==> src/shared/vreto_pkg.sv <==
// Constants and helpers for raw blanking capture and encoder timing packets
// Summary of operation
// - Capture selected blanked lines at sample rate
// - Capture only lines set in mask
// - All-lines bit captures all but equalization lines
// - Start and stop counts bound sampling
// - Subtract blanking level from each sample
// - Sliced and raw output may share lines
// - NTSC eligible from lines 10 and 272
// - NTSC lines 1-9, 264-271 always blanked
// - PAL BDGHIN eligible from lines 6, 318
// - PAL lines 623-5, 311-317 always blanked
// - PAL M eligible from lines 7, 269
// - PAL M lines 523-6, 261-268 always blanked
// - Timing packet once per line before SAV
// - Preamble 00 FF FF, then ID, block, count
// - V-sign zero for NTSC, V sign for PAL
// - Checksum sums P8-P14, carries dropped
// - P14 is even parity over P8-P13
// - Packet carries encoder timing information
// - Start count 7Ah, stop count 034Ah at reset
// - Sample clock defaults to 27 MHz
package vreto_pkg;

    ////////////////////////////////////////////////////////////////////////
    // Clocking
    localparam longint SYS_CLK_HZ       = 200_000_000;
    localparam longint SAMPLE_RATE_HZ   = 27_000_000;
    localparam int     PHASE_W          = 32;
    localparam logic [PHASE_W-1:0] SAMPLE_INC_DEFAULT =
        PHASE_W'((SAMPLE_RATE_HZ << PHASE_W) / SYS_CLK_HZ);

    ////////////////////////////////////////////////////////////////////////
    // Video standards
    localparam logic [1:0] STD_NTSC = 2'h0;
    localparam logic [1:0] STD_PAL  = 2'h1;
    localparam logic [1:0] STD_PALM = 2'h2;

    localparam int LINE_W = 10;
    localparam int HCNT_W = 11;
    localparam int MASK_W = 19;

    // Per standard: first always-blanked line at frame end (PAL and PAL M only), last always-blanked line of
    // field one, first line of field two blanking, first eligible lines
    localparam logic [LINE_W-1:0] NTSC_BLK1_END = 10'h009;
    localparam logic [LINE_W-1:0] NTSC_F2_BEG   = 10'h108;
    localparam logic [LINE_W-1:0] NTSC_FIRST1   = 10'h00A;
    localparam logic [LINE_W-1:0] NTSC_FIRST2   = 10'h110;
    localparam logic [LINE_W-1:0] PAL_BLK0_BEG  = 10'h26F;
    localparam logic [LINE_W-1:0] PAL_BLK1_END  = 10'h005;
    localparam logic [LINE_W-1:0] PAL_F2_BEG    = 10'h137;
    localparam logic [LINE_W-1:0] PAL_FIRST1    = 10'h006;
    localparam logic [LINE_W-1:0] PAL_FIRST2    = 10'h13E;
    localparam logic [LINE_W-1:0] PALM_BLK0_BEG = 10'h20B;
    localparam logic [LINE_W-1:0] PALM_BLK1_END = 10'h006;
    localparam logic [LINE_W-1:0] PALM_F2_BEG   = 10'h105;
    localparam logic [LINE_W-1:0] PALM_FIRST1   = 10'h007;
    localparam logic [LINE_W-1:0] PALM_FIRST2   = 10'h10D;

    ////////////////////////////////////////////////////////////////////////
    // Raw capture window defaults
    localparam logic [7:0]        RAW_START_DEFAULT = 8'h7A;
    localparam logic [7:0]        RAW_STOP_MSB_DEF  = 8'h03;
    localparam logic [7:0]        RAW_STOP_LSB_DEF  = 8'h4A;

    ////////////////////////////////////////////////////////////////////////
    // Timing packet layout
    localparam logic [4:0] PKT_LEN      = 5'h13;
    localparam logic [4:0] IDX_DID      = 5'h03;
    localparam logic [4:0] IDX_DBN      = 5'h04;
    localparam logic [4:0] IDX_DC       = 5'h05;
    localparam logic [4:0] IDX_LINE0    = 5'h06;
    localparam logic [4:0] IDX_SUB0     = 5'h0A;
    localparam logic [4:0] IDX_SUB1     = 5'h0B;
    localparam logic [4:0] IDX_LASTDAT  = 5'h11;
    localparam logic [4:0] IDX_CSUM     = 5'h12;
    localparam logic [7:0] PRE_ZERO     = 8'h00;
    localparam logic [7:0] PRE_ONES     = 8'hFF;
    localparam logic [5:0] DID_CODE     = 6'h35;
    localparam logic [5:0] DBN_CODE     = 6'h01;
    localparam logic [5:0] DC_CODE      = 6'h03;

    typedef enum logic [1:0] {
        VRETO_IDLE = 2'b01,
        VRETO_SEND = 2'b10
    } vreto_pkt_state_e;

    ////////////////////////////////////////////////////////////////////////
    // Helpers
    function automatic logic even_parity(input logic [5:0] bits);
        even_parity = ^bits;
    endfunction

    function automatic logic always_blanked(input logic [1:0]        std,
                                            input logic [LINE_W-1:0] ln);
        logic r;
        r = 1'b0;
        unique case (std)
            STD_PAL:  r = (ln >= PAL_BLK0_BEG) || (ln <= PAL_BLK1_END) ||
                          (ln >= PAL_F2_BEG && ln < PAL_FIRST2);
            STD_PALM: r = (ln >= PALM_BLK0_BEG) || (ln <= PALM_BLK1_END) ||
                          (ln >= PALM_F2_BEG && ln < PALM_FIRST2);
            default:  r = (ln <= NTSC_BLK1_END) ||
                          (ln >= NTSC_F2_BEG && ln < NTSC_FIRST2);
        endcase
        always_blanked = r;
    endfunction

endpackage

==> src/core/vreto_core.sv <==
// Raw blanking-line capture and encoder timing packet output
`timescale 1ns/1ps
module vreto_core #(
    parameter logic [vreto_pkg::PHASE_W-1:0] SAMPLE_INC =
        vreto_pkg::SAMPLE_INC_DEFAULT
) (
    input  wire logic                          SYS_CLK_I,
    input  wire logic                          RST_I,
    // Configuration
    input  wire logic [1:0]                    STD_I,
    input  wire logic                          RAW_EN_I,
    input  wire logic                          ALL_LINES_CAPTURE_I,
    input  wire logic [vreto_pkg::MASK_W-1:0]  LINE_MASK_I,
    input  wire logic                          RAW_TIMING_WR_I,
    input  wire logic [7:0]                    RAW_START_I,
    input  wire logic [7:0]                    RAW_STOP_MSB_I,
    input  wire logic [7:0]                    RAW_STOP_LSB_I,
    input  wire logic                          SAMPLE_INC_WR_I,
    input  wire logic [vreto_pkg::PHASE_W-1:0] SAMPLE_INC_I,
    input  wire logic                          PKT_EN_I,
    input  wire logic                          PAL_ENCODE_I,
    // Video timing and samples
    input  wire logic                          LINE_START_I,
    input  wire logic [vreto_pkg::LINE_W-1:0]  LINE_NUM_I,
    input  wire logic                          VBLANK_I,
    input  wire logic [vreto_pkg::HCNT_W-1:0]  SAV_POS_I,
    input  wire logic [7:0]                    VIDEO_I,
    input  wire logic [7:0]                    BLANK_LEVEL_I,
    input  wire logic                          V_POSITIVE_I,
    input  wire logic [31:0]                   SUBCARRIER_INC_I,
    // Outputs
    output logic                               SAMPLE_EN_O,
    output logic [7:0]                         PIXEL_O,
    output logic                               PIXEL_VALID_O,
    output logic                               RAW_ACTIVE_O,
    output logic                               PKT_ACTIVE_O,
    output logic [7:0]                         RAW_START_O,
    output logic [15:0]                        RAW_STOP_O
);

    ////////////////////////////////////////////////////////////////////////
    // Declarations
    logic [vreto_pkg::PHASE_W-1:0] phase_q;
    logic [vreto_pkg::PHASE_W-1:0] inc_q;
    logic                          sample_en_q;
    logic [vreto_pkg::PHASE_W:0]   phase_sum;

    logic [7:0]                    raw_start_q;
    logic [7:0]                    raw_stop_msb_q;
    logic [7:0]                    raw_stop_lsb_q;
    logic [vreto_pkg::HCNT_W-1:0]  raw_stop;

    logic [vreto_pkg::HCNT_W-1:0]  hcnt_q;
    logic                          line_pend_q;

    logic [vreto_pkg::LINE_W-1:0]  first_line;
    logic [vreto_pkg::LINE_W-1:0]  mask_idx;
    logic                          line_blanked;
    logic                          line_selected;
    logic                          in_window;
    logic                          raw_take;
    logic [7:0]                    raw_val;

    vreto_pkg::vreto_pkt_state_e   state_q;
    logic [4:0]                    idx_q;
    logic [6:0]                    csum_q;
    logic [31:0]                   sub_inc_q;
    logic                          vsign_q;
    logic                          pkt_fits;
    logic [5:0]                    payload;
    logic [7:0]                    anc_word;
    logic [7:0]                    pkt_byte;
    logic [4:0]                    nib_sel;

    ////////////////////////////////////////////////////////////////////////
    // Sample clock enable: phase accumulator on the system clock, since
    // 27 MHz is not an integer division of 200 MHz; jitter is one cycle
    always_comb
    begin
        phase_sum = {1'b0, phase_q} + {1'b0, inc_q};
    end

    always_ff @(posedge SYS_CLK_I or posedge RST_I)
    begin
        if (RST_I)
        begin
            inc_q <= SAMPLE_INC;
        end
        else if (SAMPLE_INC_WR_I)
        begin
            inc_q <= SAMPLE_INC_I;
        end
    end

    always_ff @(posedge SYS_CLK_I or posedge RST_I)
    begin
        if (RST_I)
        begin
            phase_q     <= '0;
            sample_en_q <= 1'b0;
        end
        else
        begin
            phase_q     <= phase_sum[vreto_pkg::PHASE_W-1:0];
            sample_en_q <= phase_sum[vreto_pkg::PHASE_W];
        end
    end

    assign SAMPLE_EN_O = sample_en_q;

    ////////////////////////////////////////////////////////////////////////
    // Raw capture window registers
    always_ff @(posedge SYS_CLK_I or posedge RST_I)
    begin
        if (RST_I)
        begin
            raw_start_q    <= vreto_pkg::RAW_START_DEFAULT;
            raw_stop_msb_q <= vreto_pkg::RAW_STOP_MSB_DEF;
            raw_stop_lsb_q <= vreto_pkg::RAW_STOP_LSB_DEF;
        end
        else if (RAW_TIMING_WR_I)
        begin
            raw_start_q    <= RAW_START_I;
            raw_stop_msb_q <= RAW_STOP_MSB_I;
            raw_stop_lsb_q <= RAW_STOP_LSB_I;
        end
    end

    assign RAW_START_O = raw_start_q;
    assign RAW_STOP_O  = {raw_stop_msb_q, raw_stop_lsb_q};
    assign raw_stop    = vreto_pkg::HCNT_W'({raw_stop_msb_q, raw_stop_lsb_q});

    ////////////////////////////////////////////////////////////////////////
    // Horizontal sample counter, restarted at each line start
    always_ff @(posedge SYS_CLK_I or posedge RST_I)
    begin
        if (RST_I)
        begin
            hcnt_q      <= '0;
            line_pend_q <= 1'b0;
        end
        else if (LINE_START_I)
        begin
            hcnt_q      <= '0;
            line_pend_q <= 1'b1;
        end
        else if (sample_en_q)
        begin
            line_pend_q <= 1'b0;
            if (!line_pend_q && hcnt_q != '1)
            begin
                hcnt_q <= hcnt_q + 1'b1;
            end
        end
    end

    ////////////////////////////////////////////////////////////////////////
    // Line eligibility
    always_comb
    begin
        line_blanked = vreto_pkg::always_blanked(STD_I, LINE_NUM_I);
        unique case (STD_I)
            vreto_pkg::STD_PAL:
                first_line = (LINE_NUM_I >= vreto_pkg::PAL_F2_BEG) ?
                             vreto_pkg::PAL_FIRST2 : vreto_pkg::PAL_FIRST1;
            vreto_pkg::STD_PALM:
                first_line = (LINE_NUM_I >= vreto_pkg::PALM_F2_BEG) ?
                             vreto_pkg::PALM_FIRST2 : vreto_pkg::PALM_FIRST1;
            default:
                first_line = (LINE_NUM_I >= vreto_pkg::NTSC_F2_BEG) ?
                             vreto_pkg::NTSC_FIRST2 : vreto_pkg::NTSC_FIRST1;
        endcase
        mask_idx = LINE_NUM_I - first_line;
        if (ALL_LINES_CAPTURE_I)
        begin
            line_selected = !line_blanked;
        end
        else
        begin
            line_selected = VBLANK_I && !line_blanked &&
                            LINE_MASK_I[mask_idx[4:0]] &&
                            mask_idx < vreto_pkg::LINE_W'(vreto_pkg::MASK_W);
        end
    end

    // Window is independent of the active-video blank timing
    assign in_window = (hcnt_q >= vreto_pkg::HCNT_W'(raw_start_q)) &&
                       (hcnt_q < raw_stop);

    // Sliced data is not consulted, so both can appear on one line
    assign raw_take = RAW_EN_I && line_selected && in_window &&
                      !line_pend_q && state_q == vreto_pkg::VRETO_IDLE;

    // Below blanking clamps to zero rather than wrapping
    assign raw_val = (VIDEO_I > BLANK_LEVEL_I) ?
                     VIDEO_I - BLANK_LEVEL_I : 8'h00;

    ////////////////////////////////////////////////////////////////////////
    // Timing packet sequencer: starts at the first sample of the line,
    // skipped when the packet cannot end before start of active video
    assign pkt_fits = SAV_POS_I >= vreto_pkg::HCNT_W'(vreto_pkg::PKT_LEN);

    always_ff @(posedge SYS_CLK_I or posedge RST_I)
    begin
        if (RST_I)
        begin
            state_q <= vreto_pkg::VRETO_IDLE;
            idx_q   <= '0;
        end
        else if (sample_en_q)
        begin
            unique case (state_q)
                vreto_pkg::VRETO_IDLE:
                    if (line_pend_q && PKT_EN_I && pkt_fits)
                    begin
                        state_q <= vreto_pkg::VRETO_SEND;
                        idx_q   <= 5'h01;
                    end
                vreto_pkg::VRETO_SEND:
                    if (idx_q == vreto_pkg::IDX_CSUM)
                    begin
                        state_q <= vreto_pkg::VRETO_IDLE;
                        idx_q   <= '0;
                    end
                    else
                    begin
                        idx_q <= idx_q + 1'b1;
                    end
            endcase
        end
    end

    // Timing values frozen at packet start so a line sees one value
    always_ff @(posedge SYS_CLK_I or posedge RST_I)
    begin
        if (RST_I)
        begin
            sub_inc_q <= '0;
            vsign_q   <= 1'b0;
        end
        else if (sample_en_q && state_q == vreto_pkg::VRETO_IDLE &&
                 line_pend_q)
        begin
            sub_inc_q <= SUBCARRIER_INC_I;
            vsign_q   <= PAL_ENCODE_I && V_POSITIVE_I;
        end
    end

    ////////////////////////////////////////////////////////////////////////
    // Packet word content
    always_comb
    begin
        nib_sel = vreto_pkg::IDX_LASTDAT - idx_q;
        payload = 6'h00;
        if (idx_q == vreto_pkg::IDX_DID)
        begin
            payload = vreto_pkg::DID_CODE;
        end
        else if (idx_q == vreto_pkg::IDX_DBN)
        begin
            payload = vreto_pkg::DBN_CODE;
        end
        else if (idx_q == vreto_pkg::IDX_DC)
        begin
            payload = vreto_pkg::DC_CODE;
        end
        else if (idx_q >= vreto_pkg::IDX_SUB0 &&
                 idx_q <= vreto_pkg::IDX_LASTDAT)
        begin
            payload[3:0] = sub_inc_q[{nib_sel[2:0], 2'b00} +: 4];
            payload[5]   = (idx_q == vreto_pkg::IDX_SUB0) ? vsign_q : 1'b0;
        end
    end

    vreto_anc_word u_anc_word (
        .payload_i (payload),
        .word_o    (anc_word)
    );

    always_comb
    begin
        if (idx_q == '0)
        begin
            pkt_byte = vreto_pkg::PRE_ZERO;
        end
        else if (idx_q < vreto_pkg::IDX_DID)
        begin
            pkt_byte = vreto_pkg::PRE_ONES;
        end
        else if (idx_q == vreto_pkg::IDX_CSUM)
        begin
            pkt_byte = {~csum_q[6], csum_q};
        end
        else
        begin
            pkt_byte = anc_word;
        end
    end

    always_ff @(posedge SYS_CLK_I or posedge RST_I)
    begin
        if (RST_I)
        begin
            csum_q <= '0;
        end
        else if (sample_en_q)
        begin
            if (state_q == vreto_pkg::VRETO_IDLE)
            begin
                csum_q <= '0;
            end
            else if (idx_q >= vreto_pkg::IDX_DID &&
                     idx_q <= vreto_pkg::IDX_LASTDAT)
            begin
                csum_q <= csum_q + anc_word[6:0];
            end
        end
    end

    ////////////////////////////////////////////////////////////////////////
    // Pixel output register
    always_ff @(posedge SYS_CLK_I or posedge RST_I)
    begin
        if (RST_I)
        begin
            PIXEL_O       <= 8'h00;
            PIXEL_VALID_O <= 1'b0;
            RAW_ACTIVE_O  <= 1'b0;
            PKT_ACTIVE_O  <= 1'b0;
        end
        else if (sample_en_q)
        begin
            PKT_ACTIVE_O  <= 1'b0;
            RAW_ACTIVE_O  <= 1'b0;
            PIXEL_VALID_O <= 1'b0;
            PIXEL_O       <= 8'h00;
            if (state_q == vreto_pkg::VRETO_IDLE && line_pend_q &&
                PKT_EN_I && pkt_fits)
            begin
                PIXEL_O       <= vreto_pkg::PRE_ZERO;
                PIXEL_VALID_O <= 1'b1;
                PKT_ACTIVE_O  <= 1'b1;
            end
            else if (state_q == vreto_pkg::VRETO_SEND)
            begin
                PIXEL_O       <= pkt_byte;
                PIXEL_VALID_O <= 1'b1;
                PKT_ACTIVE_O  <= 1'b1;
            end
            else if (raw_take)
            begin
                PIXEL_O       <= raw_val;
                PIXEL_VALID_O <= 1'b1;
                RAW_ACTIVE_O  <= 1'b1;
            end
        end
        else
        begin
            PIXEL_VALID_O <= 1'b0;
        end
    end

endmodule // vreto_core

==> src/core/vreto_anc_word.sv <==
// Ancillary data word builder: parity and inverted parity on top
`timescale 1ns/1ps
module vreto_anc_word (
    input  wire logic [5:0] payload_i,
    output logic      [7:0] word_o
);

    logic ep;

    always_comb
    begin
        ep     = vreto_pkg::even_parity(payload_i);
        word_o = {~ep, ep, payload_i};
    end

endmodule // vreto_anc_word

==> config.mk <==
export PLATFORM = sky130hd
export DESIGN_NAME = vreto_core
export DESIGN_NICKNAME = d
export VERILOG_FILES = /design/src/shared/vreto_pkg.sv /design/src/core/vreto_core.sv /design/src/core/vreto_anc_word.sv
export SDC_FILE = /design/constraint.sdc
export NUM_CORES = 1
export LEC_CHECK = 0
export ABC_AREA = 1
export ABC_CLOCK_PERIOD_IN_PS = 9900
export BUFFER_PORTS_ARGS = -buffer_cell sky130_fd_sc_hd__buf_2
export CAP_MARGIN = 20
export CORE_UTILIZATION = 40
export DETAILED_ROUTE_END_ITERATION = 7
export GPL_TIMING_DRIVEN = 0
export PLACE_DENSITY = 0.59
export REMOVE_ABC_BUFFERS = 1
export SETUP_SLACK_MARGIN = 0.15
export SLEW_MARGIN = 15
export SYNTH_ARGS = -nofsm -noshare
export SYNTH_HDL_FRONTEND = slang
export SYNTH_SLANG_ARGS = --single-unit
export TNS_END_PERCENT = 10
==> constraint.sdc <==
create_clock -name SYS_CLK_I -period 9.9 [get_ports SYS_CLK_I]
set_input_delay 0.495 -clock SYS_CLK_I [delete_from_list [all_inputs] [get_ports SYS_CLK_I]]
set_output_delay 0.495 -clock SYS_CLK_I [all_outputs]
set_load 0.02 [all_outputs]
==> metrics.csv, run 1 <==
metric,value,unit
cells after synthesis,1299,
Final Hold Vio Count,0,
Synth Flop Type,dfrtp_1,
final setup margin,6160,ps
start point of the critical path,idx_q[1],
max-slew violations,0,
post-DP HPWL,18400,um
Final Instance Count excl. Fillers,1832,
largest family of logic cells by synthesized area,simple AND/OR/NAND/NOR gates,
Mapped Avg Cell Area,7.91,sq um
# hold bufs at CTS,0,
Worst path depth,21,
# clock sinks,159,
max_cap viols,0,
global-route wire length before repair,39800,um
Leakage,6.23,nW
WL/cell,13.1,um
CP Class,reg -> reg,
chip height,162,um
post-synthesis mux area share,4.16,%
CP Max Fanout,14,
worst reg2reg setup slack,6160,ps
Final ANT Viol Nets,0,
Critical Path AT,4040,ps
CP Capture Type,flip-flop,
Yosys warnings,0,
fin crit share,37.8,%
layout overhead on the synthesized area,18.5,%
Filler cells,2551,
Post-Synth Simple-Gate Area,24.8,%
Synth async-reset ratio,100,%
H-tree levels,4,
gr ovfl total,0,
final setup fails,0,
CP max-delay cell,dfrtp_1,
vias in the first global route,8529,
# nets final,1731,
Die X,162,um
Slew HR,38.8,%
Worst VDD drop,0.000140,V
Critical Path Sink,csum_q[6],
DR DRC count,0,
Max Clock Skew,13.0,ps
Worst setup SP type,flip-flop,
"EDFF count, synth",0,
Die Footprint,26300,sq um
worst r2r src,idx_q[1],
outcome,finished clean,
# resized after CTS,0,
"Distinct cells, synth",52,
antenna violations before repair,0,
post-synthesis sequential area ratio,39.0,%
Clock Pin Slew Worst Setup and Hold Paths,70,ps
fin crit period,3740,ps
worst skew pair latency,430,ps
WP data required,10200,ps
compound-gate portion of the synthesized area,11.3,%
crit-path max cell delay,690,ps
Reg2Reg Depth,21,
input/output buffers,192,
slew of the pin with the lowest slew margin,919,ps
pin count of the biggest net entering global routing,100,
CP cell instances,inv_2 -> ha_1 -> nand2_1 -> inv_1 -> nor2_2 -> nor2_2 -> nor2_4 -> nand2_1 -> nand2_2 -> ha_1 -> inv_1 -> fa_1 -> o21ai_0 -> nand2_1 -> nand2_1 -> a21oi_1 -> xor2_1 -> nand3b_1 -> nand2_1 -> nand2_1 -> o21ai_1,
I/O pins,193,
Crit path top cell by count,nand2_1,
CTS Buf Count,17,
Post-Synth XOR/XNOR Area,3.15,%
synthesized area,10300,sq um
Initial Utilization,40.8,%
gpl congestion,0.858,
Post-Synth Adder-Cell Area,10.8,%
initial DRC count,464,
worst path bufs/invs,3,
HP Class,in -> async,
R2R Path End,csum_q[6],
root buf cell,clkbuf_16,
CTS tree,yes,
Placed Instances,1799,
share of cells above drive strength 1,22.1,%
Rows,58,
Post CTS Setup Buffer Count,0,
gr usage total,18.8,%
Via Count,8968,
pwr/cell area,266,nW/um^2
TNS Setup,0,ps
Vias/cell,4.90,
total core area,25200,sq um
#FFs+latches synth,159,
crit-path leading delay family,simple AND/OR/NAND/NOR gates,
drt first pass iters,5,
Max Buffers Root-to-Sink,2,
Post-Place Setup Slack,6170,ps
drt total wl,24000,um
unrepaired setup endpoints after global routing,no,
max frequency,267,MHz
## worst min path at each step
| stage | end | slack (ps) | depth (start not counted) |
|---|---|---|---|
| global route | RAW_START_O[2] | 120 | 2 |
| detailed placement | sub_inc_q[19] | 450 | 2 |
| finish | RAW_START_O[2] | 100 | 2 |
| global placement | sub_inc_q[19] | 450 | 2 |
| floorplan | sub_inc_q[0] | 440 | 2 |
| CTS | RAW_START_O[2] | 100 | 2 |
## registers in the layout (all words and copies together) (netlist names)
register        count
PIXEL_O             8
PIXEL_VALID_O       1
PKT_ACTIVE_O        1
RAW_ACTIVE_O        1
RAW_START_O         8
SAMPLE_EN_O         1
csum_q              7
hcnt_q             11
idx_q               5
inc_q              32
line_pend_q         1
phase_q            32
raw_stop_lsb_q      8
raw_stop_msb_q      8
state_q             2
sub_inc_q          32
vsign_q             1
## per-stage QoR
| stage | instance area, sq um | hold WS [ps] | power, mW | utilization [%] |
|---|---|---|---|---|
| 5_1_grt | 12200 | 118 | 3.55 | 48.4 |
| 3_3_place_gp | 11500 | 449 | 2.56 | 45.8 |
| 2_1_floorplan | 10200 | 437 | 2.19 | - |
| 6_report | 12200 | 104 | 3.24 | 48.4 |
| 4_1_cts | 12200 | 103 | 3.28 | 48.4 |
| 3_5_place_dp | 11600 | 453 | 2.59 | 46.0 |
## power breakdown
part,total (mW),internal (mW),switching [mW]
Sequential,0.993,0.862,0.131
Combinational,1.58,0.605,0.973
Clock,0.671,0.361,0.310
Total,3.24,1.83,1.41
## area by class of cell
| type | count | area [sq um] | area share [%] |
|---|---|---|---|
| Tap cell | 330 | 413 | 3.39 |
| Clock inverter | 15 | 170 | 1.40 |
| Timing Repair Buffer | 195 | 1000 | 8.24 |
| Antenna cell | 1 | 2.50 | 0.0205 |
| Multi-Input combinational cell | 960 | 5570 | 45.7 |
| Clock buffer | 17 | 425 | 3.49 |
| Inverter | 155 | 589 | 4.84 |
| Sequential cell | 159 | 4010 | 32.9 |
## cell usage after synthesis, types with 6 or more instances
master | instances | area [sq um]
a21o_1 | 6 | 45.0
a21oi_1 | 78 | 390
clkbuf_1 | 16 | 60.1
dfrtp_1 | 135 | 3380
dfstp_2 | 24 | 631
ha_1 | 82 | 1030
inv_1 | 149 | 559
mux2_2 | 38 | 428
nand2_1 | 376 | 1410
nand2_2 | 8 | 50.1
nand3_1 | 74 | 370
nand3_2 | 6 | 60.1
nand4_1 | 9 | 56.3
nor2_1 | 71 | 267
nor2_2 | 8 | 50.1
nor3_1 | 20 | 100
nor4_1 | 8 | 50.1
o211ai_1 | 13 | 97.6
o21ai_0 | 71 | 355
o22ai_1 | 6 | 37.5
xnor2_1 | 14 | 123
xor2_1 | 23 | 201
## metal layers
metal	global-route usage, %	part of all wire, %	up-vias
li1	-	-	4656
met1	24.6	48	4112
met2	31.8	47	176
met3	3.24	4.2	24
met4	5.23	1.5	0
met5	0	0	-
## placed cells by master (no fill, tap or decap), drive strengths merged, types with 2 or more instances in the layout
| cell | count |
|---|---|
| inv | 163 |
| xnor2 | 14 |
| nand2 | 386 |
| nor4 | 8 |
| a21o | 6 |
| xor2 | 23 |
| clkbuf | 17 |
| nand3 | 80 |
| a31oi | 4 |
| nor3b | 4 |
| a211oi | 2 |
| o21ai | 78 |
| o211ai | 14 |
| fa | 4 |
| a21boi | 4 |
| dfrtp | 135 |
| clkinvlp | 4 |
| ha | 82 |
| o21bai | 2 |
| dfstp | 24 |
| nor2 | 81 |
| o22ai | 6 |
| nand4 | 9 |
| nor3 | 21 |
| buf | 195 |
| clkinv | 2 |
| mux2 | 38 |
| a21oi | 81 |
| or2 | 2 |
| nand3b | 3 |
## cells by family after synthesis
| group | Yosys count |
|---|---|
| and+or+nand+nor | 594 |
| xor gates and xnor gates | 37 |
| AOI/OAI and AO/OA | 205 |
| DFF | 159 |
| buffers and inverters | 180 |
| muxes | 38 |
| adders and majority gates | 86 |
## worst reg2reg max path, cell delays in order, from the launching register on
cell	delay, ps
dfrtp_1	690
inv_2	250
ha_1	260
nand2_1	60
inv_1	60
nor2_2	120
nor2_2	70
nor2_4	170
nand2_1	110
nand2_2	110
ha_1	170
inv_1	60
fa_1	430
o21ai_0	320
nand2_1	80
nand2_1	80
a21oi_1	80
xor2_1	190
nand3b_1	140
nand2_1	50
nand2_1	50
o21ai_1	50
Power figures use the tool's default switching activity.
==> run 2: changes to the inputs <==
Settings changed: ABC_CLOCK_PERIOD_IN_PS 9900 to 3900.
Clock period 9.9 ns to 3.9 ns, I/O delays scaled along.
==> metrics.csv, run 2 (synthesis gave the netlist of run 1 again) <==
metric,value,unit
outcome,finished clean,
max_cap viols,0,
gpl congestion,0.858,
final setup fails,0,
biggest regs,"inc_q (32), phase_q (32), sub_inc_q (32)",
slew of the pin with the lowest slew margin,904,ps
"commonest non-fill, non-tap cell in the layout",nand2_1,
Pint,4.70,mW
Leakage,6.60,nW
fin crit period,3430,ps
max frequency,292,MHz
Critical Path AT,3730,ps
sequential share of power,30.4,%
H-tree levels,4,
WL/cell,12.9,um
start point of the critical path,idx_q[1],
# nets final,1819,
Slew HR,39.6,%
antenna violations before repair,0,
Worst VDD drop,0.000357,V
clock share of power,20.5,%
Filler cells,2462,
CTS Buf Count,17,
layout overhead on the synthesized area,27.1,%
HP Class,in -> reg,
chip height,162,um
P_sw,3.60,mW
most frequent cells in the layout,"nand2_1 (376), buf_2 (192), inv_1 (148)",
gr usage total,19.5,%
CP Max Fanout,14,
Reg2Reg Depth,21,
pin count of the biggest net entering global routing,100,
total core area,25200,sq um
initial DRC count,508,
Placed Area,11600,sq um
post-DP HPWL,18400,um
combinational share of power,49.1,%
hold path startpoint,V_POSITIVE_I,
Max Buffers Root-to-Sink,2,
R2R Path End,csum_q[6],
Hold Crit Depth,3,
DR DRC count,0,
diode count,0,
pwr/cell area,635,nW/um^2
unrepaired setup endpoints after global routing,no,
Max Clock Skew,12.2,ps
fin crit share,87.9,%
Post CTS Setup Buffer Count,0,
share of cells above drive strength 1,21.0,%
I/O pins,193,
Clock Pin Slew Worst Setup and Hold Paths,70,ps
root buf cell,clkbuf_16,
CP Class,reg -> reg,
max-slew violations,0,
Final Hold Vio Count,0,
Worst setup SP type,flip-flop,
Final ANT Viol Nets,0,
switching portion of total power,43.4,%
fin area,13100,sq um
worst skew pair latency,430,ps
drt first pass iters,4,
vias in the first global route,8968,
Initial Utilization,40.8,%
Pwr Total,8.30,mW
Via Count,9305,
global-route wire length before repair,41300,um
Vias/cell,4.85,
CP Capture Type,flip-flop,
worst r2r src,idx_q[1],
Die X,162,um
drt total wl,24800,um
input/output buffers,192,
gr ovfl total,0,
Placed Instances,1799,
# clock sinks,159,
WP data required,4200,ps
CTS tree,yes,
hold worst-path end,vsign_q,
Die Footprint,26300,sq um
Rows,58,
Final Instance Count excl. Fillers,1919,
worst reg2reg setup slack,470,ps
run 2: layout make-up:
type                            instances  area [sq um]  area share [%]
Multi-Input combinational cell        960          5570            42.6
Sequential cell                       159          4010            30.7
Timing Repair Buffer                  283          1880            14.4
Inverter                              155           589            4.51
Clock buffer                           17           425            3.26
Tap cell                              330           413            3.16
Clock inverter                         15           170            1.30
run 2: power groups by stage:
stage / clock (mW) / sequential (mW) / combinational (mW)
final: 1.70 / 2.52 / 4.08
after floorplan: 0 / 2.55 / 3.02
after global routing: 1.83 / 2.59 / 4.68
after detailed placement: 0 / 2.55 / 4.02
after global placement: 0 / 2.54 / 3.96
after CTS: 1.75 / 2.53 / 4.10
run 2: worst max-delay path, stage by stage (launching register included):
cell and delay, ps:
dfrtp_2 550, inv_2 200, ha_1 240, nand2_1 60
inv_1 50, nor2_2 120, nor2_2 70, nor2_4 170
nand2_1 110, nand2_2 110, ha_1 170, inv_1 60
fa_1 430, o21ai_1 240, nand2_1 70, nand2_1 70
a21oi_1 80, xor2_1 200, nand3b_1 140, nand2_1 50
nand2_1 50, o21ai_1 50
run 2: routing by layer:
metal	vias to the layer above	share of wire, %	global-route usage [%]
met3	28	3.9	3.24
met5	-	0	0
met2	179	47	33.5
li1	4829	-	-
met1	4269	47	25.2
met4	0	1.7	5.66
run 2: worst max path at each step:
stage | slack, ps | end
finish | 470 | csum_q[6]
global route | 150 | csum_q[6]
CTS | 160 | csum_q[6]
detailed placement | 190 | csum_q[6]
global placement | -2770 | sub_inc_q[12]
floorplan | -550 | PIXEL_O[0]
run 2: per-stage QoR:
| step | hold slack (ps) | TNS (ps) | setup slack (ps) | util [%] |
|---|---|---|---|---|
| 4_1_cts | 4.24 | 0 | 159 | 51.9 |
| 3_3_place_gp | 395 | -456080 | -2770 | 45.8 |
| 6_report | 17.9 | 0 | 472 | 51.9 |
| 3_5_place_dp | 270 | 0 | 189 | 46.0 |
| 5_1_grt | 7.65 | 0 | 153 | 51.9 |
| 2_1_floorplan | 265 | -77250 | -547 | - |
run 2: timing repair:
action                                 4_1_cts  5_1_grt
setup endpoints to repair                    0        1
hold buffers                                88        0
gates resized for setup                      0        3
endpoints found under the hold margin      137        0
